==> src/hw/frp_defines.svh <==
`ifndef FRP_DEFINES_SVH
`define FRP_DEFINES_SVH
`define FRP_ADDR_W        32
`define FRP_SEL_HI        15
`define FRP_SEL_LO        14
`define FRP_ROM_BASE      32'hBFC0_0000
`define FRP_ROM_MASK      32'hFFF8_0000
`define FRP_BLK_HI        18
`define FRP_BLK_LO        17
`define FRP_CYC_ID        3'h4
`define FRP_CYC_PB        3'h7
`define FRP_ID_MAKER      2'h0
`define FRP_ID_PART       2'h1
`define FRP_ID_RSVD       2'h2
`define FRP_ID_MACRO      2'h3
`define FRP_MASKED_DATA   32'h0000_0000
`define FRP_REG_FLASH_ST  4'h0
`define FRP_REG_ROM_A     4'h4
`define FRP_REG_ROM_B     4'h8
`define FRP_REG_DEBUG     4'hC
`define FRP_ROM_A_RST     1'h0
`define FRP_ROM_B_RST     8'h00
`define FRP_DEBUG_RST     1'h1
`define FRP_PROT_RST      4'h0
`define FRP_ALL_PROT      4'hF
`define FRP_BIT_RSECON    0
`define FRP_BIT_DBGOFF    0
`define FRP_MIN_GAP_CYC   15
`endif

==> src/hw/frp_pkg.sv <==
package frp_pkg;
   typedef enum logic [1:0] {FRP_OP_NONE, FRP_OP_PB_PROG, FRP_OP_PB_ERASE,
                             FRP_OP_ID_READ} frp_op_e;
   typedef enum {FRP_IDLE, FRP_WIPE, FRP_CLEAR} frp_st_e;
endpackage : frp_pkg

==> src/hw/frp_protect.sv <==
// Overview of operation
// - Seventh cycle address bits pick block.
// - Protect erase clears pairs by bit 15.
// - ID cycle bits 15:14 pick code.
// - Protected blocks refuse program and erase.
// - Clearing bit unprotects; bits readable.
// - Releasing full protect wipes flash first.
// - Mask variant keeps full protect always.
// - ROM and debug protect need full protect.
// - ROM protect equals enable and full protect.
// - Block ROM data from non-ROM code.
// - DMA config stores refused with NMI.
// - ROM protect registers only from ROM.
// - Non-writer, unprotect and ROM-address flash commands refused under ROM protect.
// - Permitted accesses still pass through.
// - Debug port ROM data access blocked.
// - Debug protect disables external probe.
// - Debug disable bit resets to one.
// - Flash variant needs all four protected.
// - Debug bit reachable only from ROM under ROM protect.
// - Patched fetches count as non-ROM.
`timescale 1ns/1ps
`include "frp_defines.svh"
module frp_protect
   import frp_pkg::*;
#(
   parameter bit          MASK_VARIANT = 1'b0,
   parameter logic [7:0]  ID_MAKER     = 8'h11,  // Arbitrary value.
   parameter logic [7:0]  ID_PART      = 8'h22,  // Arbitrary value.
   parameter logic [7:0]  ID_MACRO     = 8'h33,  // Arbitrary value.
   parameter int          WIPE_CYCLES  = 16
)
(
   // Clock and reset
   input  wire logic                    sys_clk,
   input  wire logic                    rstn,
   // Register port
   input  wire logic [3:0]              reg_addr,
   input  wire logic [31:0]             reg_wdata,
   input  wire logic                    reg_wr,
   input  wire logic                    reg_rd,
   input  wire logic                    reg_from_rom,
   output logic      [31:0]             reg_rdata,
   // Data access from CPU, debug port or DMA
   input  wire logic                    acc_valid,
   input  wire logic                    acc_write,
   input  wire logic [31:0]             acc_addr,
   input  wire logic [31:0]             acc_rdata_in,
   input  wire logic [31:0]             fetch_pc,
   input  wire logic                    fetch_patched,
   input  wire logic                    fetch_boot_rom,
   input  wire logic                    fetch_writer,
   input  wire logic                    acc_debug,
   input  wire logic                    acc_dma,
   input  wire logic                    acc_dma_cfg,
   output logic                         acc_allow,
   output logic      [31:0]             acc_rdata,
   output logic                         bus_error_nmi,
   // Flash command cycles
   input  wire logic                    cmd_valid,
   input  wire logic [2:0]              cmd_cycle,
   input  wire frp_op_e                 cmd_op,
   input  wire logic [31:0]             cmd_addr,
   input  wire logic                    cmd_writer_mode,
   input  wire logic                    cmd_is_unprotect,
   input  wire logic                    cmd_is_prog_erase,
   input  wire logic                    word_load,
   output logic                         cmd_refused,
   output logic      [7:0]              id_code,
   output logic                         id_valid,
   // Flash wipe handshake and status
   input  wire logic                    wipe_done,
   output logic                         wipe_req,
   output logic      [3:0]              block_protect_bits,
   output logic                         rom_protect_on,
   output logic                         debug_probe_disable
);
   // Refuses a wipe length that the handshake cannot serve.
   if (WIPE_CYCLES < 1)
   begin : g_bad_wipe
      $error("WIPE_CYCLES must be at least one");
   end

   typedef struct packed {
      logic [3:0]  prot;
      logic        rom_a;
      logic [7:0]  rom_b;
      logic        dbg_off;
      frp_st_e     st;
      logic [1:0]  id_sel;
      logic        id_arm;
      logic [31:0] rdata;
      logic        allow;
      logic [31:0] adata;
      logic        nmi;
      logic        refused;
      logic [7:0]  idc;
      logic        idv;
      logic        wreq;
      logic        dbg_pin;
      logic        rom_on;
   } frp_state_s;

   frp_state_s s_q;
   frp_state_s s_d;

   function automatic logic in_rom(input logic [31:0] a);
      in_rom = ((a & `FRP_ROM_MASK) == `FRP_ROM_BASE);
   endfunction : in_rom

   function automatic logic [1:0] sel_bits(input logic [31:0] a);
      sel_bits = a[`FRP_SEL_HI:`FRP_SEL_LO];
   endfunction : sel_bits

   logic full_prot;
   logic rom_prot;
   logic rom_fetch;
   logic [1:0] blk;

   always_comb
   begin
      full_prot = MASK_VARIANT || (s_q.prot == `FRP_ALL_PROT);
      rom_prot  = s_q.rom_a && full_prot;
      rom_fetch = in_rom(fetch_pc) && !fetch_patched;
      blk       = cmd_addr[`FRP_BLK_HI:`FRP_BLK_LO];

      s_d         = s_q;
      s_d.rdata   = 32'h0000_0000;
      s_d.nmi     = 1'b0;
      s_d.refused = 1'b0;
      s_d.idv     = 1'b0;
      s_d.allow   = 1'b0;
      s_d.adata   = `FRP_MASKED_DATA;

      // Register reads; ROM and debug protect registers hidden from non-ROM code under ROM protect.
      if (reg_rd)
      begin
         case (reg_addr)
            `FRP_REG_FLASH_ST: s_d.rdata = {28'h0, s_q.prot};
            `FRP_REG_ROM_A:
               if (!rom_prot || reg_from_rom)
                  s_d.rdata = {31'h0, s_q.rom_a};
            `FRP_REG_ROM_B:
               if (!rom_prot || reg_from_rom)
                  s_d.rdata = {24'h0, s_q.rom_b};
            `FRP_REG_DEBUG:
               if (!rom_prot || reg_from_rom)
                  s_d.rdata = {31'h0, s_q.dbg_off};
            default: s_d.rdata = 32'h0000_0000;
         endcase
      end
      if (reg_wr && (!rom_prot || reg_from_rom))
      begin
         case (reg_addr)
            `FRP_REG_ROM_A: s_d.rom_a = reg_wdata[`FRP_BIT_RSECON];
            `FRP_REG_ROM_B: s_d.rom_b = reg_wdata[7:0];
            `FRP_REG_DEBUG:
               s_d.dbg_off = reg_wdata[`FRP_BIT_DBGOFF];
            default: ;
         endcase
      end

      // Data access filter.
      if (acc_valid)
      begin
         s_d.allow = 1'b1;
         if (rom_prot)
         begin
            if (acc_dma_cfg && acc_write)
            begin
               s_d.allow = 1'b0;
               s_d.nmi   = 1'b1;
            end
            else if (in_rom(acc_addr) && !acc_dma)
            begin
               if (acc_debug)
                  s_d.allow = 1'b0;
               else if (!rom_fetch || fetch_boot_rom || fetch_writer ||
                        acc_write)
                  s_d.allow = 1'b0;
            end
         end
         if (s_d.allow && !acc_write)
            s_d.adata = acc_rdata_in;
         else
            s_d.adata = `FRP_MASKED_DATA;
      end

      // Flash command handling.
      if (cmd_valid)
      begin
         if (rom_prot && (!cmd_writer_mode || cmd_is_unprotect ||
                          in_rom(cmd_addr)))
            s_d.refused = 1'b1;
         else if (cmd_is_prog_erase && s_q.prot[blk])
            s_d.refused = 1'b1;
         else if (s_q.st == FRP_IDLE)
         begin
            case (cmd_op)
               FRP_OP_PB_PROG:
                  if (cmd_cycle == `FRP_CYC_PB)
                     s_d.prot[sel_bits(cmd_addr)] = 1'b1;
               FRP_OP_PB_ERASE:
                  if (cmd_cycle == `FRP_CYC_PB && !MASK_VARIANT)
                  begin
                     if (full_prot)
                     begin
                        s_d.st   = FRP_WIPE;
                        s_d.wreq = 1'b1;
                     end
                     else if (cmd_addr[`FRP_SEL_HI])
                        s_d.prot[3:2] = 2'b00;
                     else
                        s_d.prot[1:0] = 2'b00;
                  end
               FRP_OP_ID_READ:
                  if (cmd_cycle == `FRP_CYC_ID)
                  begin
                     s_d.id_sel = sel_bits(cmd_addr);
                     s_d.id_arm = 1'b1;
                  end
               default: ;
            endcase
         end
      end

      // Identification readout on the following word load.
      if (word_load && s_q.id_arm)
      begin
         s_d.id_arm = 1'b0;
         s_d.idv    = 1'b1;
         case (s_q.id_sel)
            `FRP_ID_MAKER: s_d.idc = ID_MAKER;
            `FRP_ID_PART:  s_d.idc = ID_PART;
            `FRP_ID_MACRO: s_d.idc = ID_MACRO;
            default:       s_d.idc = 8'h00;
         endcase
      end

      // Whole-flash wipe precedes release of full protect.
      case (s_q.st)
         FRP_IDLE: ;
         FRP_WIPE:
            if (wipe_done)
            begin
               s_d.wreq = 1'b0;
               s_d.st   = FRP_CLEAR;
            end
         FRP_CLEAR:
         begin
            s_d.prot = `FRP_PROT_RST;
            s_d.st   = FRP_IDLE;
         end
         default: s_d.st = FRP_IDLE;
      endcase

      s_d.rom_on  = s_d.rom_a &&
                    (MASK_VARIANT || s_d.prot == `FRP_ALL_PROT);
      // Flash variant enters debug protect only with all blocks protected.
      s_d.dbg_pin = s_d.dbg_off &&
                    (MASK_VARIANT || s_d.prot == `FRP_ALL_PROT);
   end

   always_ff @(posedge sys_clk or negedge rstn)
   begin
      if (!rstn)
      begin
         s_q         <= '0;
         s_q.prot    <= `FRP_PROT_RST;
         s_q.rom_a   <= `FRP_ROM_A_RST;
         s_q.rom_b   <= `FRP_ROM_B_RST;
         s_q.dbg_off <= `FRP_DEBUG_RST;
         s_q.dbg_pin <= MASK_VARIANT;
         s_q.st      <= FRP_IDLE;
      end
      else
      begin
         s_q <= s_d;
      end
   end

   assign reg_rdata           = s_q.rdata;
   assign acc_allow           = s_q.allow;
   assign acc_rdata           = s_q.adata;
   assign bus_error_nmi       = s_q.nmi;
   assign cmd_refused         = s_q.refused;
   assign id_code             = s_q.idc;
   assign id_valid            = s_q.idv;
   assign wipe_req            = s_q.wreq;
   assign block_protect_bits  = s_q.prot;
   assign rom_protect_on      = s_q.rom_on;
   assign debug_probe_disable = s_q.dbg_pin;
endmodule : frp_protect

==> config.mk <==
export PLATFORM = sky130hd
export DESIGN_NAME = frp_protect
export DESIGN_NICKNAME = d
export VERILOG_FILES = /design/src/hw/frp_pkg.sv /design/src/hw/frp_protect.sv
export VERILOG_INCLUDE_DIRS = /design/src /design/src/hw
export SDC_FILE = /design/constraint.sdc
export NUM_CORES = 1
export LEC_CHECK = 0
export BUFFER_PORTS_ARGS = -buffer_cell sky130_fd_sc_hd__buf_2
export CAP_MARGIN = 20
export CORE_UTILIZATION = 35
export CTS_CLUSTER_DIAMETER = 40
export DETAILED_ROUTE_END_ITERATION = 12
export MAX_ROUTING_LAYER = met4
export PLACE_DENSITY = 0.72
export SETUP_SLACK_MARGIN = 0.5
export SLEW_MARGIN = 25
export SYNTH_ARGS = -nofsm -noshare
export SYNTH_HDL_FRONTEND = slang
export SYNTH_SLANG_ARGS = --single-unit
==> constraint.sdc <==
create_clock -name sys_clk -period 2.35 [get_ports sys_clk]
set_input_delay 0.47 -clock sys_clk [delete_from_list [all_inputs] [get_ports sys_clk]]
set_output_delay 0.47 -clock sys_clk [all_outputs]
set_load 0.02 [all_outputs]
==> results of run 1 <==
## cells by family after synthesis
family,share of synthesized area [%]
and+or+nand+nor,16.4
DFF,57.5
AOI/OAI and AO/OA,5.22
other,0.0878
buffers and inverters,14.7
adders and majority gates,1.47
muxes,4.63
## area by class of cell
class / count / area share, %
Tap cell: 143 / 3.11
Inverter: 8 / 0.523
Timing Repair Buffer: 196 / 20.2
Clock inverter: 6 / 1.22
Sequential cell: 98 / 42.7
Multi-Input combinational cell: 235 / 28.1
Clock buffer: 10 / 4.16
## registers in the layout, summed over array words and instances (netlist names)
| name | cells |
|---|---|
| bus_error_nmi | 1 |
| cmd_refused | 1 |
| id_code | 2 |
| acc_allow | 1 |
| rom_protect_on | 1 |
| debug_probe_disable | 1 |
| s_q | 45 |
| id_valid | 1 |
| wipe_req | 1 |
| block_protect_bits | 4 |
| acc_rdata | 32 |
| reg_rdata | 8 |
## power by group through the flow
stage          registers [µW]  logic [µW]  clock network [µW]
3_5_place_dp             1850         376                   0
4_1_cts                  1820         380                1560
2_1_floorplan            1840         252                   0
3_3_place_gp             1850         364                   0
5_1_grt                  1840         444                1620
6_report                 1830         401                1500
## placed cells by master, fill, tap and decap left out, types with 6 or more instances in the layout
cell	count
mux2_2	12
a21oi_1	8
buf_6	6
and2_1	37
o21ai_0	9
nand2_1	8
buf_4	22
clkbuf_16	11
buf_2	163
nor2_1	17
nand3_1	6
dfrtp_1	97
inv_1	8
conb_1	58
## through the flow
step	hold WS (ns)	cell area [µm²]	std cells	total power, µW
global placement	0.478	5010	661	2210
CTS	0.115	5430	680	3760
floorplan	0.174	4480	422	2090
finish	0.114	5740	696	3730
global route	0.149	5740	696	3900
detailed placement	0.481	5010	661	2230
## critical path, delay by kind of cell
kind / cells / cell delay, ns
AOI/OAI and AO/OA: 2 / 0.54
buffers and inverters: 2 / 0.24
and+or+nand+nor: 4 / 0.99
## metal layers
layer	track usage, %	up-vias	routed length (µm)
met5	-	-	0
met4	5.51	0	102
met3	4.81	13	485
met2	25.9	104	4850
met1	17.9	1503	3970
li1	-	1474	-
## final timing paths
check / to
worst max-delay path: rom_protect_on$_DFF_PN0_
worst min-delay path: block_protect_bits[3]$_DFF_PN0_
worst max register to register: rom_protect_on$_DFF_PN0_
worst min register to register: reg_rdata[5]$_DFF_PN0_
max in group asynchronous: acc_rdata[11]$_DFF_PN0_
min in group sys_clk: acc_rdata[12]$_DFF_PN0_
## repair_timing
action | 4_1_cts | 5_1_grt
cloned | 0 | 2
endpoints found under the setup margin | 21 | 48
hold endpoints to repair | 0 | 0
pin swaps | 6 | 7
resized for setup | 20 | 25
setup buffers | 3 | 14
==> reports/qor.txt, run 1 <==
clock-pin slew of the registers on the worst-case setup and hold paths: 0.06 ns
power share of the clock group: 40.3%
Setup violations, final: 0
Final Max Slew Viols: 0
RSZ-0062 raised after global routing: true
global route overflow: 0
Worst Hold Class: input pin to asynchronous set/reset pin
CP required: 2.59 ns
clk buf depth: 2
Max Fclk: 0.498 GHz
Starting Density: 36.6%
# port buffers: 165
dominant cell type by area after synthesis: dfrtp_1
Reg2Reg Setup Slack: 0.37 ns
CP arrival: 2.25 ns
Seq. cell area: 2450 µm²
TritonCTS Buffers: 9
H-tree levels: 3
FF+latch count, synth: 98
mean routed wirelength per cell: 13.5 µm
Die Y: 112 µm
Synth warnings: 0
Crit Path Category: input pin to register
Pre-antenna DRT Iters: 4
DRC errors left: 0
clk_lat worst skew: 0.35 ns
synthesized area: 4270 µm²
Ant. Diodes: 0
Filler cells: 1083
worst slew pin tran: 0.734 ns
Post-Synthesis Cells: 365
number of global-route vias before repair: 3093
R2R depth: 6
Critical path origin: cmd_addr[20]
area of the multi-input gates: 1610 µm²
final hold vios: 0
iteration-0 DRC count of the detailed router: 119
crit end category: register
Max stage delay on crit path: 0.57 ns
via count: 3094
share of the synthesized area in the top cell type: 56.9%
Final period util: 85.5%
final worst-path setup slack: 0.341 ns
ratio of cells with drive above 1 in the final layout: 46.5%
switching share of power: 24.3%
slowest stage cell, crit path: or4_4
# IOs: 271
Post-synth EDFFs: 0
post-route antenna net violation count: 0
synth-to-layout area growth: 34.6%
GP Congestion: 0.819
die width: 112 µm
Comb pwr share: 10.7%
gr usage total: 15.6%
largest cells by area after synthesis: dfrtp_1, buf_4, and2_1, mux2_2, nor2_1
root buf cell: clkbuf_16
row count: 39
# nets final: 741
Commonest cells post-synth: dfrtp_1, buf_4, and2_1
post-synthesis sequential area ratio: 57.5%
CP max FO: 3
FF-to-FF Start: s_q[85]$_DFF_PN0_
syn_area_per_cell: 11.7 µm²
CTS Sinks: 98
Slew HR: 50.6%
maxcap violations: 0
pin count of the biggest net entering global routing: 44
antenna violations before repair: 0
Cell variety after synth: 44
min cycle time layout: 2.01 ns
Post-DP HPWL: 6.87 mm
drt total wl: 9.41 mm
clock skew: 0.00753 ns
die footprint: 12600 µm²
Setup WS pre-CTS: -0.101 ns
TNS Setup: 0 ns
Main synth FF type: dfrtp_1
status: completed
net load switching power: 908 µW
most frequent cell after synthesis: dfrtp_1
Setup crit start kind: input pin
first-pass GRT wire length: 14.7 mm
Async S/R FF share, synth: 100%
Leak: 0.00299 µW
Reg power frac: 49.0%
Via density: 4.45
power per cell area: 650 nW/µm²
Core ar.: 11700 µm²
utilization after layout: 49.3%
Post-CTS Hold Buffers: 0
Pint: 2820 µW
Max IR drop VDD: 0.402 mV
CTS tree: done
cells along the critical path: buf_6 > nand4b_1 > or4_4 > o211ai_4 > buf_12 > nor4_4 > a22o_1 > nor4b_2
Power figures use the tool's default switching activity.
==> run 2: changes to the inputs <==
--- a/config.mk
+++ b/config.mk
@@ -8,6 +8,7 @@
 export LEC_CHECK = 0
 export BUFFER_PORTS_ARGS = -buffer_cell sky130_fd_sc_hd__buf_2
 export CAP_MARGIN = 20
+export CORE_ASPECT_RATIO = 0.5
 export CORE_UTILIZATION = 35
 export CTS_CLUSTER_DIAMETER = 40
 export DETAILED_ROUTE_END_ITERATION = 12
==> run 2 against run 1 <==
Compared with the run above:
- sequential cell count did not move
- die area rose by 0.22%
- sequential power barely moved
==> reports/qor.txt, run 2 (synthesized netlist as in run 1, its figures left out) <==
status: completed
power per cell area: 661 nW/µm² (+1.7%)
Setup crit start kind: register
utilization after layout: 46.4% (-2.9 points)
H-tree levels: 3 (unchanged)
Leak: 0.00284 µW (-4.8%)
Post-DP HPWL: 7.13 mm (+3.8%)
TritonCTS Buffers: 9 (unchanged)
area of the multi-input gates: 1550 µm² (-3.7%)
Via density: 4.31 (-3.1%)
placed cell area: 5020 µm² (+0.20%)
clk_lat worst skew: 0.34 ns (about the same)
# nets final: 725 (-2.2%)
max reg flops: 45 (unchanged)
root buf cell: clkbuf_16
Max IR drop VDD: 0.327 mV (-19%)
Seq. cell area: 2450 µm² (unchanged)
most frequent cells in the layout: buf_2, dfrtp_1, conb_1
post-route antenna net violation count: 0 (unchanged)
Crit Path Category: register to register
met2 Usage GRT: 26.9% (+1.0 points)
# port buffers: 165 (unchanged)
cells along the critical path: nor4_4 > and4_4 > o2111ai_1 > or3_1 > a22o_1 > nor4b_2
met1 Resource Use GR: 17.0% (-0.93 points)
CP required: 2.60 ns (about the same)
via count: 3025 (-2.2%)
die width: 158 µm (+41%)
Die Y: 80.1 µm (-29%)
CTS tree: done
maxcap violations: 0 (unchanged)
mean routed wirelength per cell: 13.3 µm (-1.5%)
drt total wl: 9.35 mm (-0.64%)
hold slack: 0.0774 ns (-0.0362 ns)
GR met3 Demand/Resource: 4.05% (-0.76 points)
global route overflow: 0 (unchanged)
Slew HR: 58.1% (+7.5 points)
final non-filler cell total: 702 (+0.86%)
Max Fclk: 0.512 GHz (+2.9%)
antenna violations before repair: 0 (unchanged)
Top Usage Layer GRT: met2
# IOs: 271 (unchanged)
synth-to-layout area growth: 28.6%
Max stage delay on crit path: 0.40 ns (-0.17 ns)
Final Max Slew Viols: 0 (unchanged)
commonest non-fill, non-tap cell in the layout: buf_2
dpl cells: 684 (+3.5%)
Final period util: 83.1% (-2.4 points)
pin count of the biggest net entering global routing: 38 (-14%)
ratio of cells with drive above 1 in the final layout: 44.3% (-2.2 points)
Final Cell Area: 5490 µm² (-4.4%)
DRC errors left: 0 (unchanged)
gr usage total: 15.5% (-0.16 points)
Filler cells: 1114 (+2.9%)
number of global-route vias before repair: 2884 (-6.8%)
CP arrival: 2.20 ns (-0.05 ns)
min cycle time layout: 1.95 ns (-0.0559 ns)
CTS Sinks: 98 (unchanged)
clk buf depth: 2 (unchanged)
final hold vios: 0 (unchanged)
clock skew: 0.0123 ns (+0.00478 ns)
Post-CTS Hold Buffers: 0 (unchanged)
Worst Hold Class: input pin to asynchronous set/reset pin
Setup violations, final: 0 (unchanged)
Core ar.: 11800 µm² (+1.5%)
crit end category: register
die footprint: 12700 µm² (+0.22%)
clock-pin slew of the registers on the worst-case setup and hold paths: 0.08 ns (+0.02 ns)
Ant. Diodes: 0 (unchanged)
CP max FO: 3 (unchanged)
Pre-antenna DRT Iters: 4 (unchanged)
TNS Setup: 0 ns (unchanged)
worst slew pin tran: 0.623 ns (-0.111 ns)
slowest stage cell, crit path: dfrtp_1
row count: 28 (-28%)
Starting Density: 36.1% (-0.55 points)
first-pass GRT wire length: 14.3 mm (-2.7%)
iteration-0 DRC count of the detailed router: 103 (-13%)
RSZ-0062 raised after global routing: true
GP Congestion: 0.860 (+5.0%)
most flop-heavy register: s_q
[run 2: cell types whose count changed in the layout (fill, tap and decap cells not counted), sizes merged]
cell	delta
buf	-14
bufinv	-1
clkbuf	-2
inv	+1
[run 2: layout make-up]
cell class                 count  area share (%)
clock buffer                  10            4.35
clock inverter                 6           0.957
inverter                       8           0.547
multi-input combinational    235            28.3
sequential                    98            44.7
tap                          165            3.76
timing repair buffer         180            17.4
[run 2: worst paths after layout]
check                                     start                       endpoint  slack [ns]  depth (start not counted)
min in group sys_clk            acc_rdata_in[5]         acc_rdata[5]$_DFF_PN0_        0.32                          2
setup / recovery              s_q[91]$_DFF_PN0_  debug_probe_disable$_DFF_PN0_        0.40                          6
hold reg to reg            s_q[119]$_DFFE_PN0P_         reg_rdata[4]$_DFF_PN0_        0.48                          1
hold / removal                             rstn            s_q[80]$_DFFE_PN0P_        0.08                          1
setup reg to reg              s_q[91]$_DFF_PN0_  debug_probe_disable$_DFF_PN0_        0.40                          6
max in group asynchronous                  rstn             s_q[109]$_DFF_PN0_        1.56                          2
[run 2: power by group]
| part | internal (µW) | switching, µW |
|---|---|---|
| clock | 768 | 655 |
| combinational | 163 | 215 |
| sequential | 1780 | 44.4 |
[run 2: critical path: cells and delay by family, from the launching register on]
family,cells,cell delay (ns)
AND/OR/NAND/NOR,4,1.10
AO/OA/AOI/OAI,2,0.36
flip-flops,1,0.40
[run 2: metrics by stage]
step                total power (µW)  setup slack, ns
floorplan                       2090            0.325
global placement                2210           0.0683
detailed placement              2220           0.0513
CTS                             3660            0.424
global route                    3780            0.308
finish                          3630            0.397
[run 2: what timing repair did]
action,CTS,global route
pin swaps,10,11
endpoints found under the setup margin,14,10
buffers inserted,0,2
gates resized for setup,11,23
[run 2: metal layers]
layer	vias up	routed length, µm
met5	-	0
met4	0	233
met3	23	430
met2	96	5050
met1	1467	3630
li1	1439	-
==> run 3: changes to the inputs <==
==> constraint.sdc (replaced) <==
create_clock -name sys_clk -period 1.8 [get_ports sys_clk]
set_input_delay 0.36 -clock sys_clk [delete_from_list [all_inputs] [get_ports sys_clk]]
set_output_delay 0.36 -clock sys_clk [all_outputs]
set_load 0.02 [all_outputs]
==> run 3 against run 2 <==
Compared with the run above:
- the run now ends with negative setup slack left
- die area unchanged
- via count rose by 2.4%
- utilization increased by 5.4 points
- largest cell class unchanged
- design area rose by 12%
- critical path depth grew 2
- first-iteration DRC count grew 35%
- maximum frequency down 6.6%
- wire length is 2.4% lower
- cell count up 6.0%
- global-route usage shrank 0.25 points
- hold slack improved by 0.16 ns
- largest power group unchanged
- critical endpoint unchanged
- register-to-register slack worse by 0.69 ns
==> reports/qor.txt, run 3 (synthesized netlist as in run 1, its figures left out) <==
die footprint: 12700 µm² (unchanged)
total power: 4930 µW (+36%)
# IOs: 271 (unchanged)
post-route antenna net violation count: 0 (unchanged)
hold slack: 0.233 ns (+0.155 ns)
Max IR drop VDD: 0.478 mV (+46%)
number of global-route vias before repair: 2944 (+2.1%)
Pre-antenna DRT Iters: 4 (unchanged)
ratio of cells with drive above 1 in the final layout: 52.2% (+7.8 points)
gr usage total: 15.2% (-0.25 points)
Reg2Reg Setup Slack: -0.29 ns (-0.69 ns)
R2R depth: 8 (+2)
drt total wl: 9.13 mm (-2.4%)
most frequent cells in the layout: buf_2, dfrtp_1, conb_1
utilization after layout: 51.7% (+5.4 points)
FF-to-FF Start: block_protect_bits[3]$_DFF_PN0_
RSZ-0062 raised after global routing: true
Post-DP HPWL: 6.63 mm (-7.0%)
Final Max Slew Viols: 0 (unchanged)
pin count of the biggest net entering global routing: 42 (+11%)
# nets final: 767 (+5.8%)
# port buffers: 165 (unchanged)
Worst Hold Endpoint: acc_rdata[28]$_DFF_PN0_
final worst-path setup slack: -0.292 ns (-0.689 ns)
CTS tree: done
antenna violations before repair: 0 (unchanged)
TritonCTS Buffers: 9 (unchanged)
Final period util: 116% (+33 points)
R2R Path End: debug_probe_disable$_DFF_PN0_
row count: 28 (unchanged)
clk_lat worst skew: 0.34 ns (about the same)
final non-filler cell total: 744 (+6.0%)
met2 Usage GRT: 26.2% (-0.70 points)
max reg flops: 45 (unchanged)
clk buf depth: 2 (unchanged)
CP arrival: 2.33 ns (+0.13 ns)
DRC errors left: 0 (unchanged)
Worst Hold Class: input pin to register
power per cell area: 805 nW/µm² (+22%)
GR met3 Demand/Resource: 3.45% (-0.59 points)
synth-to-layout area growth: 43.5%
Die Y: 80.1 µm (unchanged)
global route overflow: 0 (unchanged)
Core ar.: 11800 µm² (unchanged)
mean routed wirelength per cell: 12.3 µm (-7.9%)
hold path depth: 2
HP Start: acc_rdata_in[28]
GP Congestion: 0.809 (-5.9%)
Ant. Diodes: 0 (unchanged)
H-tree levels: 3 (unchanged)
iteration-0 DRC count of the detailed router: 139 (+35%)
Via density: 4.17 (-3.3%)
root buf cell: clkbuf_16
min cycle time layout: 2.09 ns (+0.139 ns)
Leak: 0.00320 µW (+13%)
status: finished with violations
CP required: 2.04 ns (-0.56 ns)
crit end category: register
die width: 158 µm (unchanged)
Crit Path Category: register to register
Max Fclk: 0.478 GHz (-6.6%)
dpl cells: 708 (+3.5%)
Setup crit start kind: register
failing checks: negative setup slack
final hold vios: 0 (unchanged)
clock-pin slew of the registers on the worst-case setup and hold paths: 0.07 ns (about the same)
Setup violations, final: 17 (+17)
met1 Resource Use GR: 18.1% (+1.1 points)
Slew HR: 38.6% (-19 points)
area of the multi-input gates: 1680 µm² (+7.8%)
Seq. cell area: 2450 µm² (unchanged)
most flop-heavy register: s_q
CTS Sinks: 98 (unchanged)
commonest non-fill, non-tap cell in the layout: buf_2
Top Usage Layer GRT: met2
CP max FO: 3 (unchanged)
first-pass GRT wire length: 14.1 mm (-1.0%)
Filler cells: 1029 (-7.6%)
worst slew pin tran: 0.912 ns (+0.289 ns)
via count: 3099 (+2.4%)
Starting Density: 36.1% (unchanged)
maxcap violations: 0 (unchanged)
clock skew: 0.00627 ns (-0.00605 ns)
-- run 3: stage by stage --
stage                     worst slack (ns)  TNS (ns)  cell area [µm²]
final                               -0.292     -1.35             6130
after CTS                           -0.270     -1.18             6000
after global routing                -0.358     -3.61             6130
after floorplan                     -0.114    -0.436             4540
after global placement              -0.415     -6.50             5290
after detailed placement            -0.422     -5.22             5290
-- run 3: timing repair --
item / in CTS / in global routing
endpoints found under the hold margin: 30 / 0
setup buffers: 10 / 6
cloned: 3 / 0
pin swaps: 15 / 5
resized for setup: 63 / 19
endpoints found under the setup margin: 68 / 70
hold buffers: 1 / 0
-- run 3: routing by layer --
| layer | wire length [µm] | vias up |
|---|---|---|
| li1 | - | 1526 |
| met1 | 3860 | 1499 |
| met2 | 4860 | 66 |
| met3 | 320 | 8 |
| met4 | 89 | 0 |
| met5 | 0 | - |
-- run 3: report_power, final --
| group | internal, µW | switching (µW) |
|---|---|---|
| combinational | 317 | 312 |
| sequential | 2330 | 60.8 |
| clock | 1090 | 821 |
| total | 3740 | 1190 |
-- run 3: cell type report --
cell class                      count  share of cell area (%)
Clock buffer                       10                    3.74
Timing Repair Buffer              222                    23.8
Tap cell                          165                    3.37
Multi-Input combinational cell    235                    27.3
Inverter                            8                   0.490
Sequential cell                    98                    40.1
Clock inverter                      6                    1.25
-- run 3: worst max-delay path: stages (launching register included) --
cell and delay (ns):
dfrtp_1 0.40, buf_6 0.12, mux2i_1 0.15, o22a_1 0.20, o211ai_2 0.13, buf_6 0.14
or3_1 0.35, a22o_1 0.25, nor4b_2 0.26
-- run 3: worst max-delay path by stage --
stage	start	end	slack [ns]
detailed placement	s_q[109]$_DFF_PN0_	debug_probe_disable$_DFF_PN0_	-0.42
CTS	block_protect_bits[3]$_DFF_PN0_	debug_probe_disable$_DFF_PN0_	-0.27
finish	block_protect_bits[3]$_DFF_PN0_	debug_probe_disable$_DFF_PN0_	-0.29
global placement	s_q[109]$_DFF_PN0_	rom_protect_on$_DFF_PN0_	-0.41
floorplan	cmd_addr[19]	debug_probe_disable$_DFF_PN0_	-0.11
global route	block_protect_bits[3]$_DFF_PN0_	rom_protect_on$_DFF_PN0_	-0.36
